File: src/shared/gchop_pkg.sv
// constants and types for the chop conversion sequencer
// assumes a single 10 MHz core clock; modulator period is 16 clock periods
package gchop_pkg;
   localparam int          RESULT_W      = 24;           // conversion word width
   localparam int          MOD_DIV       = 16;           // clocks per modulator_period
   localparam int          MOD_DIV_W     = 4;
   localparam int          CNT_W         = 20;           // modulator-period counter width
   localparam int          RATE_W        = 4;            // data rate select width
   localparam int          DLY_W         = 3;            // settling delay select width
   localparam logic [3:0]  RATE_60SPS    = 4'h6;         // highest code with line rejection
   localparam logic [3:0]  RATE_20SPS    = 4'h4;
   localparam logic [3:0]  RATE_4000SPS  = 4'hd;
   localparam logic [2:0]  SINC3_SETTLE  = 3'h3;         // sinc3 settles over three data
   localparam logic [2:0]  LL_SETTLE     = 3'h1;         // low-latency settles in one
   localparam logic [CNT_W-1:0] DLY_BASE = 20'h0000e;    // default delay, 14 periods
   localparam logic [CNT_W-1:0] OVERHEAD = 20'h00041;    // first-data overhead, 65 periods
   localparam logic [CNT_W-1:0] CHOP_20_FIRST = 20'h07102; // 28930 periods at 20 SPS
   localparam logic [CNT_W-1:0] CHOP_20_NEXT  = 20'h03881; // 14465 periods at 20 SPS
   localparam logic [CNT_W-1:0] CHOP_4K_FIRST = 20'h000d0; // 208 periods at 4000 SPS
   localparam logic [CNT_W-1:0] CHOP_4K_NEXT  = 20'h00068; // 104 periods at 4000 SPS

   // sequencer states
   typedef enum logic [2:0] {
      ST_IDLE   = 3'b000,
      ST_DELAY  = 3'b001,
      ST_SAMPLE = 3'b010,
      ST_DONE   = 3'b011
   } seq_state_e;

   // nominal data period in modulator periods, one entry per rate code
   function automatic logic [CNT_W-1:0] nominal_period(input logic [RATE_W-1:0] rate);
      logic [CNT_W-1:0] p;
      p = 20'h0;
      case (rate)
         4'h0: p = 20'h19000; 4'h1: p = 20'h0c800; 4'h2: p = 20'h06400;
         4'h3: p = 20'h03c00; 4'h4: p = 20'h03200; 4'h5: p = 20'h01400;
         4'h6: p = 20'h010a8; 4'h7: p = 20'h00a00; 4'h8: p = 20'h00500;
         4'h9: p = 20'h00280; 4'ha: p = 20'h00140; 4'hb: p = 20'h00100;
         4'hc: p = 20'h00080; default: p = 20'h00040;
      endcase
      return p;
   endfunction
endpackage

File: src/logic/chop_sequencer.sv
// chop conversion sequencer: timing, polarity swap and result pipeline
// assumes the modulator/filter core returns a raw word with rawStb after the end
// of each sampling phase, and the serial port decodes start commands into
// startCmd on the seventh falling clock edge of the command
//
// What this block does
// - chop result built from two conversions
// - first normal polarity, then inputs swapped
// - output is mean of both polarities
// - one enable bit switches chop
// - low-latency chop first data near two periods
// - sinc3 chop first data near six periods
// - later low-latency chop conversions take half time
// - pipelined average on every low-latency data cycle
// - low-latency chop period counts at 20 and 4000 SPS
// - line rejection only at 60 SPS or less
// - 20 SPS low-latency rejects 50 and 60 Hz
// - settling delay applied to both conversions
// - start on pin rise or command
// - swap on first settled data, then average
`timescale 1ns/1ps
module chop_sequencer import gchop_pkg::*; (
   input  wire logic                       core_clk,
   input  wire logic                       rstn,
   input  wire logic                       chopEn,      // chop enable bit of the rate register
   input  wire logic                       sinc3Sel,    // 1: sinc3 filter, 0: low latency
   input  wire logic                       contMode,    // 1: continuous, 0: single shot
   input  wire logic [RATE_W-1:0]          rateSel,     // data rate code
   input  wire logic [DLY_W-1:0]           delaySel,    // settling delay code
   input  wire logic                       startPin,    // start/sync pin level
   input  wire logic                       startCmd,    // decoded start command pulse
   input  wire logic                       stopReq,     // stop continuous conversions
   input  wire logic                       rawStb,      // raw filter result valid
   input  wire logic signed [RESULT_W-1:0] rawData,     // raw filter result
   output logic                            inputSwap,   // input polarity reversed
   output logic                            sampling,    // modulator sampling phase
   output logic                            convBusy,    // conversion in progress
   output logic                            lineReject,  // filter has line notches
   output logic signed [RESULT_W-1:0]      dataOut,     // final result
   output logic                            dataReady,   // one-cycle result strobe
   output logic [CNT_W-1:0]                periodLen    // active period, modulator periods
);
   seq_state_e       state_r, state_nxt;   // sequencer state
   logic             pinQ_r;               // start pin last level
   logic             startEv;              // start event
   logic             tick;                 // modulator period tick
   logic [CNT_W-1:0] cnt_r;                // period counter
   logic [CNT_W-1:0] cnt_nxt;
   logic [2:0]       settle_r;             // conversions left to settle
   logic             first_r;              // still on the first data
   logic             swap_r;               // polarity for this conversion
   logic [CNT_W-1:0] nomPer;               // nominal data period
   logic [CNT_W-1:0] dlyLen;               // settling delay length
   logic [2:0]       settleNeed;           // conversions before data are settled
   logic             settled;              // this raw word is settled
   logic             avgStb;               // averaged word valid
   logic signed [RESULT_W-1:0] avgData;    // averaged word
   logic             periodEnd;            // sampling phase ends this tick
   logic             stopNow;              // sequence ends after this conversion
   logic             plainStb;             // settled result without chop
   logic             lastSwap_r;           // polarity of the conversion just ended
   logic             lastSettled_r;        // conversion just ended gave settled data

   // start on pin rising edge or command
   assign startEv    = (startPin && !pinQ_r) || startCmd;
   assign nomPer     = nominal_period(rateSel);
   // delay doubles from the base for every code step
   assign dlyLen     = (delaySel == '0) ? DLY_BASE : (DLY_BASE << delaySel);
   // sinc3 needs three, low-latency one conversion to settle
   assign settleNeed = sinc3Sel ? SINC3_SETTLE : LL_SETTLE;
   assign settled    = (settle_r <= 3'h1);
   // line notches only at 60 SPS and below; 20 SPS low latency reaches ~-95 dB
   assign lineReject = (rateSel <= RATE_60SPS);
   assign periodEnd  = (state_r == ST_SAMPLE) && tick && (cnt_r == '0);
   assign stopNow    = !contMode || stopReq;
   assign sampling   = (state_r == ST_SAMPLE);
   assign convBusy   = (state_r != ST_IDLE);
   assign inputSwap  = swap_r;
   // the raw word lands after period end, when swap and settle have moved on,
   // so it is judged by what was latched for the conversion that made it
   assign plainStb   = rawStb && lastSettled_r && !chopEn;

   mod_tick u_tick (
      .core_clk (core_clk),
      .rstn     (rstn),
      .restart  (startEv),
      .tick     (tick)
   );

   chop_average u_avg (
      .core_clk (core_clk),
      .rstn     (rstn),
      .clear    (startEv || !chopEn),
      .inStb    (rawStb && lastSettled_r && chopEn),
      .inInv    (lastSwap_r),
      .inData   (rawData),
      .avgData  (avgData),
      .avgStb   (avgStb)
   );

   // state sequencing: delay, sample, then repeat or stop
   always_comb begin
      state_nxt = state_r;
      cnt_nxt   = cnt_r;
      case (state_r)
         ST_IDLE: begin
            if (startEv) begin
               state_nxt = ST_DELAY;
               cnt_nxt   = dlyLen;
            end
         end
         ST_DELAY: begin
            if (tick) begin
               if (cnt_r == '0) begin
                  state_nxt = ST_SAMPLE;
                  // every chop conversion is a full single-shot, overhead included
                  cnt_nxt   = nomPer + ((first_r || chopEn) ? OVERHEAD : '0);
               end else cnt_nxt = cnt_r - 1'b1;
            end
         end
         ST_SAMPLE: begin
            if (tick) begin
               if (cnt_r == '0) begin
                  state_nxt = ST_DONE;
               end else cnt_nxt = cnt_r - 1'b1;
            end
         end
         ST_DONE: begin
            // chop re-settles with the delay every conversion; plain
            // continuous mode goes straight into the next period
            if (stopNow && (!chopEn || !first_r || settle_r == '0)) begin
               state_nxt = ST_IDLE;
            end else if (chopEn) begin
               state_nxt = ST_DELAY;
               cnt_nxt   = dlyLen;
            end else begin
               state_nxt = ST_SAMPLE;
               cnt_nxt   = nomPer;
            end
         end
         default: state_nxt = ST_IDLE;
      endcase
      if (startEv) begin
         state_nxt = ST_DELAY;
         cnt_nxt   = dlyLen;
      end
   end

   // state and counter registers
   always_ff @(posedge core_clk or negedge rstn) begin
      if (!rstn) begin
         state_r <= ST_IDLE;
         cnt_r   <= '0;
         pinQ_r  <= 1'b0;
      end else begin
         state_r <= state_nxt;
         cnt_r   <= cnt_nxt;
         pinQ_r  <= startPin;
      end
   end

   // settling and polarity tracking
   // first result of chop needs settled data in both polarities, so the
   // first output waits two settled conversions: ~2 or ~6 periods
   always_ff @(posedge core_clk or negedge rstn) begin
      if (!rstn) begin
         settle_r      <= '0;
         first_r       <= 1'b1;
         swap_r        <= 1'b0;
         lastSwap_r    <= 1'b0;
         lastSettled_r <= 1'b0;
      end else if (startEv) begin
         settle_r      <= settleNeed;
         first_r       <= 1'b1;
         swap_r        <= 1'b0;
         lastSwap_r    <= 1'b0;
         lastSettled_r <= 1'b0;
      end else if (periodEnd) begin
         lastSwap_r    <= swap_r;
         lastSettled_r <= settled;
         if (settle_r > 3'h1) settle_r <= settle_r - 1'b1;
         else begin
            // swap only on settled data, and only with chop on
            if (chopEn) swap_r <= !swap_r;
            if (chopEn && swap_r) first_r <= 1'b0;
            if (!chopEn) first_r <= 1'b0;
            if (chopEn && !swap_r) settle_r <= settleNeed;         // settle again after swap to reversed inputs
         end
      end else if (!chopEn) begin
         swap_r <= 1'b0;
      end
   end

   // output register: averaged word in chop, raw word otherwise
   always_ff @(posedge core_clk or negedge rstn) begin
      if (!rstn) begin
         dataOut   <= '0;
         dataReady <= 1'b0;
      end else begin
         dataReady <= avgStb || plainStb;
         if (avgStb)        dataOut <= avgData;
         else if (plainStb) dataOut <= rawData;
      end
   end

   // reported period: first chop data is twice the later period
   always_ff @(posedge core_clk or negedge rstn) begin
      if (!rstn) periodLen <= '0;
      else if (chopEn && rateSel == RATE_20SPS && !sinc3Sel)
         periodLen <= first_r ? CHOP_20_FIRST : CHOP_20_NEXT;
      else if (chopEn && rateSel == RATE_4000SPS && !sinc3Sel)
         periodLen <= first_r ? CHOP_4K_FIRST : CHOP_4K_NEXT;
      else if (chopEn)
         periodLen <= first_r ? 20'((nomPer + OVERHEAD + dlyLen) << 1)
                              : 20'(nomPer + OVERHEAD + dlyLen);
      else
         periodLen <= first_r ? 20'(nomPer + OVERHEAD) : nomPer;
   end
   // chopEn is the single rate-register enable bit driving all of the above
endmodule

File: src/logic/mod_tick.sv
// modulator-period tick generator
// assumes core_clk free running; tick is one core_clk wide every MOD_DIV clocks
`timescale 1ns/1ps
module mod_tick import gchop_pkg::*; (
   input  wire logic core_clk,
   input  wire logic rstn,
   input  wire logic restart,      // realign the phase at conversion start
   output logic      tick
);
   logic [MOD_DIV_W-1:0] div_r;    // clock divider
   logic [MOD_DIV_W-1:0] div_nxt;
   assign div_nxt = restart ? '0 : div_r + 1'b1;
   assign tick    = (div_r == MOD_DIV_W'(MOD_DIV - 1));
   // divider runs always; restart keeps the first period whole
   always_ff @(posedge core_clk or negedge rstn) begin
      if (!rstn) div_r <= '0;
      else       div_r <= div_nxt;
   end
endmodule

File: src/logic/chop_average.sv
// averaging stage for pairs of opposite-polarity results
// assumes signed two's-complement inputs, one strobe per finished conversion
`timescale 1ns/1ps
module chop_average import gchop_pkg::*; (
   input  wire logic                       core_clk,
   input  wire logic                       rstn,
   input  wire logic                       clear,    // drop the held sample
   input  wire logic                       inStb,    // raw result valid
   input  wire logic                       inInv,    // raw taken with swapped inputs
   input  wire logic signed [RESULT_W-1:0] inData,   // raw result
   output logic signed [RESULT_W-1:0]      avgData,  // averaged result
   output logic                            avgStb    // one-cycle valid
);
   logic signed [RESULT_W-1:0] prev_r;               // last polarity-corrected result
   logic                       have_r;               // prev_r holds a sample
   logic signed [RESULT_W:0]   sum;                  // one guard bit avoids overflow
   logic signed [RESULT_W-1:0] corr;                 // swapped sample turned back
   assign corr = inInv ? -inData : inData;
   assign sum  = {prev_r[RESULT_W-1], prev_r} + {corr[RESULT_W-1], corr};
   // each new sample averages with the one before, so every cycle yields data
   always_ff @(posedge core_clk or negedge rstn) begin
      if (!rstn) begin
         prev_r  <= '0;
         have_r  <= 1'b0;
         avgData <= '0;
         avgStb  <= 1'b0;
      end else begin
         avgStb <= inStb && have_r && !clear;
         if (inStb && have_r) avgData <= sum[RESULT_W:1];
         if (clear) have_r <= 1'b0;
         else if (inStb) begin
            prev_r <= corr;
            have_r <= 1'b1;
         end
      end
   end
endmodule

File: config.mk
export PLATFORM = sky130hd
export DESIGN_NAME = chop_sequencer
export DESIGN_NICKNAME = d
export VERILOG_FILES = /design/src/shared/gchop_pkg.sv /design/src/logic/chop_sequencer.sv /design/src/logic/mod_tick.sv /design/src/logic/chop_average.sv
export SDC_FILE = /design/constraint.sdc
export NUM_CORES = 1
export LEC_CHECK = 0
export BUFFER_PORTS_ARGS = -buffer_cell sky130_fd_sc_hd__buf_2
export CORE_MARGIN = 2
export CORE_UTILIZATION = 40
export CTS_CLUSTER_DIAMETER = 200
export DETAILED_ROUTE_END_ITERATION = 7
export MAX_ROUTING_LAYER = met4
export PLACE_DENSITY = 0.58
export SLEW_MARGIN = 10
export SYNTH_ARGS = -nofsm -noshare
export SYNTH_HDL_FRONTEND = slang
export SYNTH_SLANG_ARGS = --single-unit
File: constraint.sdc
create_clock -name core_clk -period 3.6 [get_ports core_clk]
set_input_delay 0.18 -clock core_clk [delete_from_list [all_inputs] [get_ports core_clk]]
set_output_delay 0.18 -clock core_clk [all_outputs]
set_load 0.005 [all_outputs]
==> impl_metrics.toml <==
[pwr]
power.switching_mw = 1.10
p_leak_nw = 4.76
pwr-share-comb_pct = 16.0
pwr-share-seq_pct = 38.3
swShare_pct = 26.8
clock_power_share_pct = 45.6
power_mw = 4.10
p_per_area_nw_per_um2 = 403
peakVddDrop_mv = 0.318
internal_power_mw = 3.00

[timing]
rsz0062_at_grt = "no"
skew_ns = 0.0102
hold_viol = 0
setup_slack_ns = 0.271
fmax_ghz = 0.300
finalCritPeriodShare_pct = 92.5
worstMarginPinSlew_ns = 0.642
setup_viol = 0
slew_headroom_pct = 57.2
report.final.slew_viol_count = 0
finalSetupTns_ns = 0
fin_crit_ns = 3.33

[flow_run]
drv_cap = 0

[worst_setup_path]
ff2ff_path_depth = 12
path_buf_inv = 1
cp_slowest_cell = "dfrtp_1"
endpoint_kind = "flop"
slowest_delay_ns = 0.54
critPathTopFamily = "compound AO/OA/AOI/OAI gates"
rrSetupSlack_ns = 0.27
worstPathRequired_ns = 3.87
cp.arrival_ns = 3.60
cp.depth = 12
r2r-start = "lastSwap_r$_DFFE_PN0P_"
cp-start-kind = "flop"
critical_path.cell_chain = "buf_4, nand2_1, xnor2_1, ha_1, nand2_1, o21ai_0, nor4_1, a21oi_1, a311o_1, o31ai_1, mux2i_1, o211ai_1"
critical_path.most_common_cell = "nand2_1"
crit_type = "reg -> reg"
critPathMaxFanout = 17
r2r_end = "u_avg.avgData[20]$_DFFE_PN0P_"

[placement]
place.gp.congestion = 0.891
dp_hpwl_um = 15600
dp_slack_ns = -0.0808
numPortBuffers = 88
dp_cells = 1320

[synthesis]
post_synth.cell_area_avg_um2 = 8.92
synth.top_cell.area_share_pct = 37.7
syn_inst = 952
synth_seq_cells = 129
synthFlopType = "dfrtp_1"
synthArstFlopShare_pct = 100
synth_area_leaders = "dfrtp_1 38%, ha_1 7.2%, o21ai_0 6.4%"
synth_cell_types = 70
synth_edf_count = 0
syn_area_um2 = 8490
ys_warn_count = 0
yosysSeqAreaShare_pct = 38.0
yosys.area.top_type = "dfrtp_1"

[die]
rows = 53
start_util_pct = 40.5
io_pins = 89
die_area_um2 = 22400
die_y_um = 150
coreArea_um2 = 21000
dieWidth_um = 150

[grt]
grt_pass1_vias = 7083
grt_pass1_wl_um = 35500
grt_max_degree = 68
grt_overflow = 0
antenna_found_initial = 0
groute.usage.overall_pct = 20.4

[cells_and_area]
drive_gt1_share_pct = 20.2
layout_common_cells = "128 x dfrtp_1, 115 x nand2_1, 109 x o21ai_0"
final_common_cell = "dfrtp_1"
fin_cells = 1354
nNetsFinal = 1156
antennaDiodeCount = 0
areaGrowthSynthToFinish_pct = 19.8

[hold_path]
hold_start = "sinc3Sel"
holdCritPathClass = "in -> reg"
min_to = "settle_r[1]$_DFFE_PN0P_"
holdPathStages = 2

[clocking]
cts_setup_buffers = 0
cts_tree = "built"
clk_latency_ns = 0.42
clock_path_buffers = 2
cts_htree_levels = 4
cts_num_sinks = 129
path_clk_slew_ns = 0.06
root_buffer = "clkbuf_16"
numCtsBuffers = 17

[routing]
firstDrtPassIters = 5
drc = 0
drtIter0Drc = 392
wl_per_cell_um = 15.7
routed_wl_um = 21300
routed_via_density = 5.47
final_antenna_net_count = 0
vias = 7413

[status]
status = "complete, no violations"
state kept, by name, indices dropped and copies added, names as in the netlist, 2 cells and up:
| register | cells |
|---|---|
| dataOut | 24 |
| u_avg.avgData | 24 |
| u_avg.prev_r | 24 |
| cnt_r | 20 |
| periodLen | 20 |
| u_tick.div_r | 4 |
| settle_r | 3 |
| state_r | 2 |
cells in the mapped netlist (all sizes together), types with 23 or more instances:
cell type,number
dfrtp,128
nor2,71
o21ai,110
clkbuf,38
a21oi,61
mux2i,33
nor3,23
nand2,115
xnor2,40
mux2,30
ha,49
inv,26
logic make-up (layout without fill, tap and decap cells):
family / after synthesis / after routing / synth area share, %
simple gates: 302 / 302 / 17.0
compound gates: 280 / 280 / 20.5
flops: 129 / 129 / 38.0
buf+inv: 70 / 196 / 3.11
mux: 64 / 64 / 8.13
xor+xnor: 56 / 56 / 5.77
fa+ha+maj: 50 / 50 / 7.45
other cells: 1 / 2 / 0.0442
worst max-delay path by stage:
stage | start | endpoint
2_1_floorplan | rawData[7] | u_avg.avgData[22]$_DFFE_PN0P_
3_3_place_gp | rawData[7] | u_avg.avgData[22]$_DFFE_PN0P_
3_5_place_dp | rawData[7] | u_avg.avgData[22]$_DFFE_PN0P_
4_1_cts | lastSwap_r$_DFFE_PN0P_ | u_avg.avgData[20]$_DFFE_PN0P_
5_1_grt | lastSwap_r$_DFFE_PN0P_ | u_avg.avgData[21]$_DFFE_PN0P_
6_report | lastSwap_r$_DFFE_PN0P_ | u_avg.avgData[20]$_DFFE_PN0P_
layer usage:
| layer | routed length (µm) | GRT usage, % | vias to the layer above | part of all wire (%) |
|---|---|---|---|---|
| met5 | 0 | - | - | 0 |
| met4 | 297 | 6.27 | 0 | 1.4 |
| met3 | 685 | 2.84 | 22 | 3.2 |
| met2 | 9940 | 32.5 | 145 | 47 |
| met1 | 10400 | 27.1 | 3563 | 49 |
| li1 | - | - | 3683 | - |
through the flow:
stage | util, % | hold WS [ns] | area (µm²)
finish | 48.6 | 0.0226 | 10200
detailed placement | 45.4 | 0.228 | 9510
global route | 48.6 | 0.0157 | 10200
CTS | 48.5 | 0.0160 | 10200
floorplan | - | -0.116 | 8500
global placement | 45.4 | 0.222 | 9510
timing repair:
action	4_1_cts	5_1_grt
resized for setup	0	1
endpoints found under the hold margin	66	0
hold buffers	2	0
setup endpoints to repair	0	1
power groups by stage:
stage | registers, mW | logic, mW | clock network [mW]
after CTS | 1.57 | 0.662 | 1.92
after detailed placement | 1.59 | 0.654 | 0
final | 1.57 | 0.658 | 1.87
after floorplan | 1.59 | 0.404 | 0
after global placement | 1.59 | 0.651 | 0
after global routing | 1.58 | 0.749 | 1.99
area by class of cell:
type | count | area (µm²)
tap | 275 | 344
sequential | 129 | 3230
inverter | 27 | 101
clock buffer | 20 | 457
clock inverter | 12 | 181
multi-input combinational | 754 | 5030
timing repair buffer | 137 | 832
fill | 2036 | 10800
Note: power is estimated with default switching activity, not from simulation.
